==> config.mk <==
export PLATFORM = sky130hd
export DESIGN_NAME = nirsc_top
export DESIGN_NICKNAME = d
export VERILOG_FILES = /design/src/rtl/nirsc_pkg.sv /design/src/rtl/nirsc_integ_timer.sv /design/src/rtl/nirsc_pin_sync.sv /design/src/rtl/nirsc_top.sv
export SDC_FILE = /design/constraint.sdc
export NUM_CORES = 1
export LEC_CHECK = 0
export ABC_AREA = 1
export CORE_ASPECT_RATIO = 1.1
export CORE_UTILIZATION = 45
export DETAILED_ROUTE_END_ITERATION = 6
export DONT_BUFFER_PORTS = 1
export SETUP_SLACK_MARGIN = 0.02
export SYNTH_ARGS = -nofsm -noshare
export SYNTH_HDL_FRONTEND = slang
export SYNTH_SLANG_ARGS = --single-unit
==> constraint.sdc <==
create_clock -name clock -period 1.8 [get_ports clock]
set_input_delay 0.27 -clock clock [delete_from_list [all_inputs] [get_ports clock]]
set_output_delay 0.27 -clock clock [all_outputs]
set_load 0.005 [all_outputs]
==> src/rtl/nirsc_pkg.sv <==
package nirsc_pkg;

	localparam logic [6:0] NIRSC_DEV_ADDR = 7'h2A;

	localparam logic [7:0] NIRSC_REG_CTRL = 8'h00;
	localparam logic [7:0] NIRSC_REG_MAN_HI = 8'h01;
	localparam logic [7:0] NIRSC_REG_MAN_LO = 8'h02;
	localparam logic [7:0] NIRSC_REG_DATA_HI = 8'h03;
	localparam logic [7:0] NIRSC_REG_DATA_LO = 8'h04;
	localparam logic [7:0] NIRSC_REG_CLR_LAST = 8'h0A;
	localparam logic [7:0] NIRSC_REG_LED_ONE = 8'h0E;
	localparam logic [7:0] NIRSC_REG_LED_TWO = 8'h0F;

	localparam int NIRSC_CTRL_RESET_BIT = 7;
	localparam int NIRSC_CTRL_STBY_BIT = 6;
	localparam int NIRSC_CTRL_MON_BIT = 5;
	localparam int NIRSC_CTRL_CLR_BIT = 4;
	localparam int NIRSC_CTRL_GAIN_BIT = 3;
	localparam int NIRSC_CTRL_MODE_BIT = 2;
	localparam int NIRSC_CTRL_TIME_HI = 1;
	localparam int NIRSC_LED_RESET_BIT = 7;
	localparam int NIRSC_LED_STBY_BIT = 6;
	localparam int NIRSC_LED_DC_BIT = 5;
	localparam int NIRSC_LED_TENTH_BIT = 4;

	localparam logic [7:0] NIRSC_CTRL_RESET_VAL = 8'hD4;
	localparam logic [7:0] NIRSC_LED_ONE_RESET_VAL = 8'hC0;
	localparam logic [7:0] NIRSC_LED_TWO_RESET_VAL = 8'h00;
	localparam logic [15:0] NIRSC_MAN_RESET_VAL = 16'h0000;

	localparam int NIRSC_CLK_HZ = 10000000;
	localparam int NIRSC_TINT_0_NS = 32000;
	localparam int NIRSC_TINT_1_NS = 500000;
	localparam int NIRSC_TINT_2_NS = 8200000;
	localparam int NIRSC_TINT_3_NS = 65500000;
	localparam int NIRSC_CLK_NS = 1000000000 / NIRSC_CLK_HZ;
	localparam int NIRSC_TINT_0_CYC = NIRSC_TINT_0_NS / NIRSC_CLK_NS;
	localparam int NIRSC_TINT_1_CYC = NIRSC_TINT_1_NS / NIRSC_CLK_NS;
	localparam int NIRSC_TINT_2_CYC = NIRSC_TINT_2_NS / NIRSC_CLK_NS;
	localparam int NIRSC_TINT_3_CYC = NIRSC_TINT_3_NS / NIRSC_CLK_NS;

	localparam logic [6:0] NIRSC_MA_W3 = 7'd64;
	localparam logic [6:0] NIRSC_MA_W2 = 7'd32;
	localparam logic [6:0] NIRSC_MA_W1 = 7'd16;
	localparam logic [6:0] NIRSC_MA_W0 = 7'd8;

	typedef enum logic [6:0] {
		NIRSC_I_IDLE = 7'b0000001,
		NIRSC_I_ADDR = 7'b0000010,
		NIRSC_I_AACK = 7'b0000100,
		NIRSC_I_WBYTE = 7'b0001000,
		NIRSC_I_WACK = 7'b0010000,
		NIRSC_I_RBYTE = 7'b0100000,
		NIRSC_I_RACK = 7'b1000000
	} nirsc_i2c_t;

	typedef enum logic [2:0] {
		NIRSC_M_HALT = 3'b001,
		NIRSC_M_INTEG = 3'b010,
		NIRSC_M_DONE = 3'b100
	} nirsc_meas_t;

endpackage : nirsc_pkg

==> src/rtl/nirsc_integ_timer.sv <==
`timescale 1ns/1ps
`default_nettype none
module nirsc_integ_timer
	import nirsc_pkg::*;
#(
	parameter int TINT_0 = NIRSC_TINT_0_CYC,
	parameter int TINT_1 = NIRSC_TINT_1_CYC,
	parameter int TINT_2 = NIRSC_TINT_2_CYC,
	parameter int TINT_3 = NIRSC_TINT_3_CYC
) (
	input wire logic clock,
	input wire logic rst,
	input wire logic start,
	input wire logic abort,
	input wire logic [1:0] time_code,
	input wire logic manual,
	input wire logic [15:0] manual_count,
	output logic done
);
	logic [31:0] base_q;
	logic [31:0] units_q;
	logic busy_q;

	function automatic logic [31:0] base_cycles(input logic [1:0] code);
		case (code)
			2'h0: base_cycles = 32'(TINT_0);
			2'h1: base_cycles = 32'(TINT_1);
			2'h2: base_cycles = 32'(TINT_2);
			default: base_cycles = 32'(TINT_3);
		endcase
	endfunction : base_cycles

	// manual mode: base time repeated manual_count times (zero treated as one)
	always_ff @(posedge clock) begin
		if (rst || abort) begin
			base_q <= 32'h0;
			units_q <= 32'h0;
			busy_q <= 1'b0;
			done <= 1'b0;
		end else begin
			done <= 1'b0;
			if (start) begin
				busy_q <= 1'b1;
				base_q <= base_cycles(time_code);
				units_q <= (manual && manual_count != 16'h0000) ? {16'h0000, manual_count} : 32'h1;
			end else if (busy_q) begin
				if (base_q > 32'h1) begin
					base_q <= base_q - 32'h1;
				end else if (units_q > 32'h1) begin
					units_q <= units_q - 32'h1;
					base_q <= base_cycles(time_code);
				end else begin
					busy_q <= 1'b0;
					done <= 1'b1;
				end
			end
		end
	end
endmodule : nirsc_integ_timer
`default_nettype wire

==> src/rtl/nirsc_pin_sync.sv <==
`timescale 1ns/1ps
`default_nettype none
module nirsc_pin_sync (
	input wire logic clock,
	input wire logic rst,
	input wire logic pin,
	output logic level
);
	logic s1_q;
	logic s2_q;
	logic s3_q;

	// s1 only feeds s2; change taken once s2 and s3 agree
	always_ff @(posedge clock) begin
		if (rst) begin
			s1_q <= 1'b1;
			s2_q <= 1'b1;
			s3_q <= 1'b1;
			level <= 1'b1;
		end else begin
			s1_q <= pin;
			s2_q <= s1_q;
			s3_q <= s2_q;
			if (s2_q == s3_q) begin
				level <= s3_q;
			end
		end
	end
endmodule : nirsc_pin_sync
`default_nettype wire

==> src/rtl/nirsc_top.sv <==
`timescale 1ns/1ps
`default_nettype none
// What this block does
// - control fields: reset,standby,monitor,clear,gain,mode,time
// - reset bit holds converter; standby bit idles
// - standby monitor bit is read-only
// - clear bit zeroes data at 03..0A
// - gain bit: 0 high, 1 low
// - mode bit: 0 fixed, 1 manual count
// - time code selects 32us/0.5/8.2/65.5ms
// - led reg one: reset,standby,dc,tenth bits
// - dc bit selects drive; tenth bit only drives led_tenth, emitter ma not divided
// - drive current is sum of set weights
// - led reg one low nibble: second emitter
// - led reg two: first high, third low
// - pointer 05 read gives MSB then LSB
// - fixed mode measures continuously after release
// - start on reset fall; manual then standby
module nirsc_top
	import nirsc_pkg::*;
(
	input wire logic clock,
	input wire logic rst,
	input wire logic scl_in,
	input wire logic sda_in,
	output logic sda_out,
	output logic sda_oe,
	input wire logic [15:0] adc_sample,
	output logic conv_reset,
	output logic conv_standby,
	output logic conv_low_gain,
	output logic conv_integrating,
	output logic led_reset,
	output logic led_standby,
	output logic led_dc_mode,
	output logic led_tenth,
	output logic [6:0] first_emitter_ma,
	output logic [6:0] second_emitter_ma,
	output logic [6:0] third_emitter_ma
);
	////////////////////////////////////////////////////////////////
	logic scl_s;
	logic sda_s;
	logic scl_prev_q;
	logic sda_prev_q;
	logic scl_rise;
	logic scl_fall;
	logic start_cond;
	logic stop_cond;

	nirsc_pin_sync u_scl_sync (
		.clock(clock),
		.rst(rst),
		.pin(scl_in),
		.level(scl_s)
	);
	nirsc_pin_sync u_sda_sync (
		.clock(clock),
		.rst(rst),
		.pin(sda_in),
		.level(sda_s)
	);

	always_ff @(posedge clock) begin
		if (rst) begin
			scl_prev_q <= 1'b1;
			sda_prev_q <= 1'b1;
		end else begin
			scl_prev_q <= scl_s;
			sda_prev_q <= sda_s;
		end
	end

	assign scl_rise = scl_s && !scl_prev_q;
	assign scl_fall = !scl_s && scl_prev_q;
	assign start_cond = scl_s && scl_prev_q && sda_prev_q && !sda_s;
	assign stop_cond = scl_s && scl_prev_q && !sda_prev_q && sda_s;

	////////////////////////////////////////////////////////////////
	nirsc_i2c_t st_q;
	logic [2:0] bit_q;
	logic [7:0] shift_q;
	logic [7:0] ptr_q;
	logic ptr_set_q;
	logic [7:0] tx_q;
	logic wr_stb;
	logic [7:0] wr_addr;
	logic [7:0] wr_data;
	logic [7:0] rd_data;
	logic [7:0] rx_byte;

	assign rx_byte = {shift_q[6:0], sda_s};
	assign wr_stb = (st_q == NIRSC_I_WBYTE) && scl_rise && (bit_q == 3'h7) && ptr_set_q;
	assign wr_addr = ptr_q;
	assign wr_data = rx_byte;

	// byte shifter; ack is driven on the falling edge after bit 8
	always_ff @(posedge clock) begin
		if (rst || stop_cond) begin
			st_q <= NIRSC_I_IDLE;
			bit_q <= 3'h0;
			shift_q <= 8'h00;
			ptr_q <= 8'h00;
			ptr_set_q <= 1'b0;
			tx_q <= 8'h00;
			sda_out <= 1'b1;
			sda_oe <= 1'b0;
		end else if (start_cond) begin
			st_q <= NIRSC_I_ADDR;
			bit_q <= 3'h0;
			ptr_set_q <= 1'b0;
			sda_oe <= 1'b0;
		end else begin
			case (st_q)
				NIRSC_I_IDLE: begin
					sda_oe <= 1'b0;
				end
				NIRSC_I_ADDR: begin
					if (scl_rise) begin
						shift_q <= rx_byte;
						bit_q <= bit_q + 3'h1;
						if (bit_q == 3'h7) begin
							st_q <= (rx_byte[7:1] == NIRSC_DEV_ADDR) ? NIRSC_I_AACK : NIRSC_I_IDLE;
						end
					end
				end
				NIRSC_I_AACK: begin
					if (scl_fall && !sda_oe) begin
						sda_oe <= 1'b1;
						sda_out <= 1'b0;
					end else if (scl_fall && sda_oe) begin
						if (shift_q[0]) begin
							st_q <= NIRSC_I_RBYTE;
							tx_q <= {rd_data[6:0], 1'b0};
							sda_out <= rd_data[7];
							ptr_q <= ptr_q + 8'h01;
						end else begin
							st_q <= NIRSC_I_WBYTE;
							sda_oe <= 1'b0;
						end
					end
				end
				NIRSC_I_WBYTE: begin
					if (scl_rise) begin
						shift_q <= rx_byte;
						bit_q <= bit_q + 3'h1;
						if (bit_q == 3'h7) begin
							st_q <= NIRSC_I_WACK;
							if (!ptr_set_q) begin
								ptr_q <= rx_byte;
								ptr_set_q <= 1'b1;
							end else begin
								ptr_q <= ptr_q + 8'h01;
							end
						end
					end
				end
				NIRSC_I_WACK: begin
					if (scl_fall && !sda_oe) begin
						sda_oe <= 1'b1;
						sda_out <= 1'b0;
					end else if (scl_fall && sda_oe) begin
						sda_oe <= 1'b0;
						st_q <= NIRSC_I_WBYTE;
					end
				end
				NIRSC_I_RBYTE: begin
					if (scl_fall) begin
						bit_q <= bit_q + 3'h1;
						if (bit_q == 3'h7) begin
							sda_oe <= 1'b0;
							st_q <= NIRSC_I_RACK;
						end else begin
							sda_out <= tx_q[7];
							tx_q <= {tx_q[6:0], 1'b0};
						end
					end
				end
				NIRSC_I_RACK: begin
					if (scl_rise && sda_s) begin
						// host nack ends the read
						st_q <= NIRSC_I_IDLE;
					end else if (scl_fall) begin
						// host acked: next byte goes out msb first from this fall
						st_q <= NIRSC_I_RBYTE;
						tx_q <= {rd_data[6:0], 1'b0};
						sda_out <= rd_data[7];
						sda_oe <= 1'b1;
						ptr_q <= ptr_q + 8'h01;
					end
				end
				default: begin
					st_q <= NIRSC_I_IDLE;
				end
			endcase
			if (st_q == NIRSC_I_RBYTE && scl_fall && bit_q == 3'h7) begin
				sda_out <= 1'b1;
			end
		end
	end

	////////////////////////////////////////////////////////////////
	logic [7:0] ctrl_q;
	logic [7:0] led_one_q;
	logic [7:0] led_two_q;
	logic [15:0] manual_q;
	logic [15:0] result_q;
	logic monitor_q;
	logic meas_done;

	always_ff @(posedge clock) begin
		if (rst) begin
			ctrl_q <= NIRSC_CTRL_RESET_VAL;
			led_one_q <= NIRSC_LED_ONE_RESET_VAL;
			led_two_q <= NIRSC_LED_TWO_RESET_VAL;
			manual_q <= NIRSC_MAN_RESET_VAL;
		end else if (wr_stb) begin
			case (wr_addr)
				NIRSC_REG_CTRL: ctrl_q <= {wr_data[7:6], 1'b0, wr_data[4:0]};
				NIRSC_REG_MAN_HI: manual_q[15:8] <= wr_data;
				NIRSC_REG_MAN_LO: manual_q[7:0] <= wr_data;
				NIRSC_REG_LED_ONE: led_one_q <= wr_data;
				NIRSC_REG_LED_TWO: led_two_q <= wr_data;
				default: ;
			endcase
		end
		// hardware standby set wins over a write in the same cycle
		if (!rst && meas_done && ctrl_q[NIRSC_CTRL_MODE_BIT]) begin
			ctrl_q[NIRSC_CTRL_STBY_BIT] <= 1'b1;
		end
	end

	function automatic logic [7:0] reg_read(input logic [7:0] a);
		case (a)
			NIRSC_REG_CTRL: reg_read = {ctrl_q[7:6], monitor_q, ctrl_q[4:0]};
			NIRSC_REG_MAN_HI: reg_read = manual_q[15:8];
			NIRSC_REG_MAN_LO: reg_read = manual_q[7:0];
			NIRSC_REG_DATA_HI: reg_read = result_q[15:8];
			NIRSC_REG_DATA_LO: reg_read = result_q[7:0];
			NIRSC_REG_LED_ONE: reg_read = led_one_q;
			NIRSC_REG_LED_TWO: reg_read = led_two_q;
			default: reg_read = 8'h00;
		endcase
	endfunction : reg_read

	// pointer 05 aliases onto the result pair so the documented read returns msb first
	assign rd_data = (ptr_q == 8'h05) ? result_q[15:8] :
		(ptr_q == 8'h06) ? result_q[7:0] : reg_read(ptr_q);

	////////////////////////////////////////////////////////////////
	nirsc_meas_t ms_q;
	logic reset_prev_q;
	logic meas_start;
	logic meas_stop;

	assign meas_stop = ctrl_q[NIRSC_CTRL_RESET_BIT] || ctrl_q[NIRSC_CTRL_STBY_BIT];
	assign meas_start = reset_prev_q && !ctrl_q[NIRSC_CTRL_RESET_BIT] && !ctrl_q[NIRSC_CTRL_STBY_BIT];

	nirsc_integ_timer u_timer (
		.clock(clock),
		.rst(rst),
		.start(meas_start || (ms_q == NIRSC_M_DONE && !meas_stop && !ctrl_q[NIRSC_CTRL_MODE_BIT])),
		.abort(meas_stop),
		.time_code(ctrl_q[NIRSC_CTRL_TIME_HI:0]),
		.manual(ctrl_q[NIRSC_CTRL_MODE_BIT]),
		.manual_count(manual_q),
		.done(meas_done)
	);

	always_ff @(posedge clock) begin
		if (rst) begin
			ms_q <= NIRSC_M_HALT;
			reset_prev_q <= 1'b1;
			monitor_q <= 1'b1;
		end else begin
			reset_prev_q <= ctrl_q[NIRSC_CTRL_RESET_BIT];
			monitor_q <= meas_stop;
			case (ms_q)
				NIRSC_M_HALT: if (meas_start) ms_q <= NIRSC_M_INTEG;
				NIRSC_M_INTEG: begin
					if (meas_stop) ms_q <= NIRSC_M_HALT;
					else if (meas_done) ms_q <= NIRSC_M_DONE;
				end
				NIRSC_M_DONE: begin
					// fixed mode loops straight into the next integration
					ms_q <= (meas_stop || ctrl_q[NIRSC_CTRL_MODE_BIT]) ? NIRSC_M_HALT : NIRSC_M_INTEG;
				end
				default: ms_q <= NIRSC_M_HALT;
			endcase
		end
	end

	// clear wins over a completing result
	always_ff @(posedge clock) begin
		if (rst || ctrl_q[NIRSC_CTRL_CLR_BIT]) begin
			result_q <= 16'h0000;
		end else if (meas_done) begin
			result_q <= adc_sample;
		end
	end

	////////////////////////////////////////////////////////////////
	function automatic logic [6:0] drive_ma(input logic [3:0] f);
		drive_ma = (f[3] ? NIRSC_MA_W3 : 7'd0) + (f[2] ? NIRSC_MA_W2 : 7'd0)
			+ (f[1] ? NIRSC_MA_W1 : 7'd0) + (f[0] ? NIRSC_MA_W0 : 7'd0);
	endfunction : drive_ma

	always_ff @(posedge clock) begin
		if (rst) begin
			conv_reset <= 1'b1;
			conv_standby <= 1'b1;
			conv_low_gain <= 1'b0;
			conv_integrating <= 1'b0;
			led_reset <= 1'b1;
			led_standby <= 1'b1;
			led_dc_mode <= 1'b0;
			led_tenth <= 1'b0;
			first_emitter_ma <= 7'd0;
			second_emitter_ma <= 7'd0;
			third_emitter_ma <= 7'd0;
		end else begin
			conv_reset <= ctrl_q[NIRSC_CTRL_RESET_BIT];
			conv_standby <= ctrl_q[NIRSC_CTRL_STBY_BIT];
			conv_low_gain <= ctrl_q[NIRSC_CTRL_GAIN_BIT];
			conv_integrating <= (ms_q == NIRSC_M_INTEG);
			led_reset <= led_one_q[NIRSC_LED_RESET_BIT];
			led_standby <= led_one_q[NIRSC_LED_STBY_BIT];
			led_dc_mode <= led_one_q[NIRSC_LED_DC_BIT];
			led_tenth <= led_one_q[NIRSC_LED_TENTH_BIT];
			first_emitter_ma <= drive_ma(led_two_q[7:4]);
			second_emitter_ma <= drive_ma(led_one_q[3:0]);
			third_emitter_ma <= drive_ma(led_two_q[3:0]);
		end
	end
endmodule : nirsc_top
`default_nettype wire

## After elaboration in Yosys (flattened, before gate mapping)

Cells that the tools add are included.

- Register bits: 200
- Output and inout bits: 31
- Bits of input ports: 20

- $lt $le $gt $ge: 2
- Bitwise operators: 3
- Reductions and logical operators: 70
- Add/sub/neg operators: 13
- Equality and inequality tests: 65
- Mux-type cells: 91

Operator list:

| operator | number |
|---|---|
| $mux W32 | 8 |
| $mux W8 | 17 |
| $mux W7 | 15 |
| $gt A32 B1 Y1 const B | 2 |
| $sub A32 B1 Y32 const B | 2 |
| $pmux W20 S3 | 1 |
| $pmux W8 S7 | 1 |
| $pmux W7 S7 | 1 |
| $pmux W8 S3 | 2 |
| $ne A3 B3 Y1 const B | 15 |
| $ne A2 B2 Y1 const B | 14 |
| $reduce_and A9 Y1 | 3 |
| $eq A8 B3 Y1 const B | 3 |
| $mux W6 | 4 |
| $reduce_and A12 Y1 | 2 |
| $mux W1 | 23 |
| $logic_and A1 B1 Y1 | 22 |
| $add A7 B4 Y7 | 3 |
| $add A7 B5 Y7 | 3 |
| $add A7 B6 Y7 | 3 |
| $mux W3 | 6 |
| $eq A8 B2 Y1 const B | 2 |
| $eq A8 B4 Y1 const B | 2 |
| $mux W16 | 1 |
| other kinds (40) | 89 |

## Depth between registers and ports, before layout

- Word-level depth: 9
- Depth in mapped cells: 14

## Hierarchy

A second synthesis with hierarchy kept.

- Cells, all modules: 1687
- Area, all modules: 10845.4 um^2

By module, submodules not included:

| module | instances | area each (um^2) | cells an instance |
|---|---|---|---|
| nirsc_top | 1 | 5801.8 | 846 |
| nirsc_integ_timer | 1 | 4785.8 | 811 |
| nirsc_pin_sync | 2 | 128.9 | 15 |

## Worst setup path before layout

Ideal clock, no wire load.

- Path kind: reg-to-reg
- Start point: register u_timer.units_q[0]
- End point: register u_timer.base_q[7]
- Data arrival time: 1739 ps
- Stages on the path, launching flop included: 13
- Slack: -55 ps
- Cells stage by stage: dfxtp_1 -> inv_1 -> ha_1 -> inv_1 -> nor2_4 -> nand2_2 -> a21oi_4 -> nand2_2 -> nand2_2 -> nand2_4 -> clkbuf_1 -> o21ai_0 -> nor2_1

- Word-level cells in the longest chain between the ends: 3

RTL lines:

| element | line | RTL |
|---|---|---|
| from (decl) | nirsc_integ_timer.sv:21 | `logic [31:0] units_q;` |
| from (signal assigned) | nirsc_integ_timer.sv:45 | `units_q <= (manual && manual_count != 16'h0000) ? {16'h0000, manual_count} : 32'h1;` |
| from (signal assigned) | nirsc_integ_timer.sv:50 | `units_q <= units_q - 32'h1;` |
| $gt A32 B1 Y1 | nirsc_integ_timer.sv:49 | `end else if (units_q > 32'h1) begin` |
| $reduce_bool A3 Y1 (no source line) | - |  |
| $reduce_and A2 Y1 (no source line) | - |  |
| to (signal assigned) | nirsc_integ_timer.sv:44 | `base_q <= base_cycles(time_code);` |
| to (signal assigned) | nirsc_integ_timer.sv:48 | `base_q <= base_q - 32'h1;` |
| to (signal assigned) | nirsc_integ_timer.sv:51 | `base_q <= base_cycles(time_code);` |
| to (decl) | nirsc_integ_timer.sv:20 | `logic [31:0] base_q;` |

Every way passes these cells.
A chain may end at the register's enable or synchronous reset.

## Worst setup path after layout

- Start point: register u_timer.units_q[2]
- End point: register u_timer.base_q[11]

Same word-level chain as after synthesis.

==> results.md <==
* Mean Syn Cell Area at 6.583 sq um
* Leak at 0.007010 uW
* Grt total ovfl at 0
* Largest net degree at the start of global routing at 37
* Filler cell count at 1807
* Int Pwr at 7013 uW
* Area delta synth->final at 50.82%
* CORE AREA at 22860 sq um
* Initial Util at 45.91%
* Worst Setup SP: u_timer.units_q[2]
* Psw at 3128 uW
* Critical Path Start Type: flop
* Max-cap violations at 0
* Asr flop ratio synth at 0%
* XOR/XNOR Fraction of Synth Area at 4.006%
* Post-synthesis cell count at 1594
* H-tree depth at 4
* Fin worst setup slack at -0.1500 ns
* CP required at 2.15 ns
* WL/cell at 16.44 um
* Comb power frac at 16.5%
* Clk_skew at 0.01743 ns
* Post-synth EDFFs at 0
* Clk pwr share at 40.5%
* Multi-input gate area at 7361 sq um
* Via density at 5.346
* Hold WS at 0.009673 ns
* Slowest Stage Delay on Critical Path at 0.36 ns
* # port buffers at 0
* CP Capture Type: flop
* First DRT Iteration DRCs at 729
* Achievable Freq at 512.8 MHz
* Worst Path Max Fanout at 7
* Peak supply drop at 0.6801 mV
* DIE WIDTH at 147.6 um
* Dpl ws at -0.1078 ns
* Multiplexer share of the synthesized area at 0%
* Final instance area at 15830 sq um
* Hpwl dp at 23860 um
* Fin crit share at 108.3%
* Final #Nets at 1914
* Crit path top cell by count: nand2_2
* Synth Warn # at 0
* Die area at 23930 sq um
* Final Max Tran Viols at 0
* Detailed Route WL at 36130 um
* Most used DFF post-synth: dfxtp_1
* First-pass GRT wire length at 52820 um
* Final Hold Fails at 0
* Worst hold path class: in2reg
* Clk root buf: clkbuf_16
* DRT Pass-1 Iters at 6
* Worst hold start: adc_sample[7]
* Fin cells at 2197
* Placed cell area at 12430 sq um
* Post-Syn Area at 10490 sq um
* # rows at 58
* Share of layout cells above drive strength 1 at 40.01%
* Final setup viols at 75
* Worst EP arrival at 2.30 ns
* Status: complete, but fails checks
* Simple-gate share of the synthesized area at 34.94%
* Yosys reg bits at 190
* Power per Cell Area at 640.8 nW/um^2
* Min-Delay Path Depth at 2
* Placer Congestion at 0.9943
* Worst R2R Start: u_timer.units_q[2]
* Actual slew at the worst max-slew pin at 0.6209 ns
* Vias post-DR at 11.75k
* Clock Pin Slew Worst Setup and Hold Paths at 0.09 ns
* Antenna Nets Post-Route at 0
* Sequential area share after synthesis at 36.25%
* Crit path kind: reg2reg
* Switch share at 30.85%
* Crit path to: u_timer.base_q[11]
* Synth Area in Compound Gates at 14.69%
* Clock buffer depth at 2
* Minimum clock period at 1.950 ns
* CTS tree: yes
* CTS Buf Count at 17
* Setup slack, reg-to-reg at -0.15 ns
* Post-synth cell types at 51
* Gr usage total at 27.66%
* RSZ-0062 raised after global routing: yes
* Failing checks: negative setup slack
* Flop pwr share at 43.0%
* Slew margin rel. at 58.45%
* Reg2reg end: u_timer.base_q[11]
* Vias in the first global route at 10.72k
* Initial antenna violation count at 0
* Register area at 3851 sq um
* # DRC at 0
* CP Cell Sequence: nor2_2 > nand2_2 > nor2_4 > nand2_4 > a21oi_4 > nand2_2 > nand2_2 > nand2_4 > buf_12 > clkbuf_16 > o21ai_2 > nor2_1
* Num Clock Sinks at 190
* Die Ht at 162.2 um
* Num ports at 51
* R2R depth at 12
* Clock latency on the worst-skew pair at 0.46 ns
* Largest family of logic cells by synthesized area: simple AND/OR/NAND/NOR gates
* Adder-Cell Fraction of Synth Area at 1.192%
* # placed instances at 2076
* N_diodes at 0
* Slowest stage cell, crit path: dfxtp_1
[per-layer routing]
layer  up-vias  track usage [%]  part of all wire, %
met5         -                0                    0
met4         0            11.67                  4.5
met3       122            3.961                  4.1
met2       373            48.80                   51
met1      5524            33.44                   41
li1       5726                -                    -
[worst max-delay path: cells and delay by family (launching register included)]
kind,cells,cell delay [ns]
buffers and inverters,2,0.35
flip-flops,1,0.36
AND/OR/NAND/NOR,8,0.82
AO/OA/AOI/OAI,2,0.31
[synthesized netlist by cell type, types with 3 or more instances]
cell type    n  share of area [%]
nand3_1    115                5.5
buf_2       14               0.67
nand2_1    344                 12
buf_4       12               0.86
nand3b_1    12               0.86
o31ai_1      4               0.29
or2_2       10               0.60
buf_6        6               0.64
nand4_1     21                1.3
inv_2       10               0.36
xor2_1      28                2.3
xnor2_1     20                1.7
nand2_4      3               0.32
o211ai_1    10               0.72
ha_1        10                1.2
nor2_4       5               0.54
a211oi_1    15                1.1
nor3_4       3               0.47
dfxtp_1    190                 36
nor2_1     284                 10
nor2_2      17                1.0
o21ai_0    118                5.6
inv_1      143                5.1
nor3_1      11               0.52
clkbuf_1    24               0.86
a21oi_1    126                6.0
o21ai_1      4               0.19
nand2_2     10               0.60
[worst min path at each step]
stage / endpoint / slack, ns
finish: result_q[7] / 0.01
global route: result_q[12] / 0.02
CTS: result_q[7] / 0.0005
detailed placement: second_emitter_ma[6] / 0.35
global placement: conv_low_gain / 0.35
floorplan: u_scl_sync.s1_q / 0.37
[repair_timing]
action                                  in CTS  in global routing
cloned                                       6                  9
endpoints found under the hold margin       39                  0
resized for setup                          128                443
setup buffers                               30                 39
endpoints found under the setup margin     100                139
hold buffers                                 7                  0
pin swaps                                   19                114
[registers in the layout, indices dropped and copies added (netlist names), 8 cells and up]
| signal | count |
|---|---|
| u_timer.base_q | 32 |
| result_q | 16 |
| ptr_q | 8 |
| led_two_q | 8 |
| led_one_q | 8 |
| manual_q | 16 |
| u_timer.units_q | 32 |
[area by class of cell]
type / instances / area share [%]
clock buffers: 17 / 2.688
clock inverters: 15 / 1.447
inverters: 157 / 3.913
multi-input cells: 1197 / 46.51
flip-flops and latches: 190 / 24.33
well taps: 300 / 2.372
repair buffers: 321 / 18.74
[power groups by stage]
stage	combinational [uW]	clock [uW]	sequential [uW]
2_1_floorplan	717	0	4430
3_3_place_gp	1180	0	4440
3_5_place_dp	1180	0	4450
4_1_cts	1300	4170	4350
5_1_grt	1840	4340	4370
6_report	1680	4100	4360
[cells by family (layout without fill, tap and decap cells)]
kind of cell | count (synthesis) | in the layout
buffers and inverters | 215 | 510
other | 1 | 9
xor gates and xnor gates | 48 | 48
and+or+nand+nor | 844 | 844
AOI/OAI and AO/OA | 286 | 286
DFF | 190 | 190
adders and majority gates | 10 | 10
[metrics by stage]
stage,total power [uW],util [%],TNS [ns]
6_report,10140,69.23,-5.989
5_1_grt,10550,69.23,-14.58
4_1_cts,9813,60.65,-0.04243
3_5_place_dp,5630,54.38,-2.725
3_3_place_gp,5627,54.38,-2.308
2_1_floorplan,5148,-,0
[layout by cell type, fill, tap and decap left out, types with 11 or more instances in the layout]
master / count
inv_1: 123
xnor2_1: 20
nand3_1: 83
nand3_2: 25
nand3b_1: 12
nor2_2: 51
dfxtp_2: 29
buf_4: 254
inv_2: 21
a21oi_2: 52
nand2_4: 44
nand4_1: 21
nand2_1: 267
buf_6: 32
nor2_4: 52
a21oi_1: 73
dfxtp_1: 158
buf_12: 17
o21ai_2: 24
xor2_1: 27
nor2_1: 203
a211oi_2: 11
clkbuf_16: 25
o21ai_0: 59
nand2_2: 44
o21ai_1: 37
No activity file was read; power rests on OpenSTA's default activity.
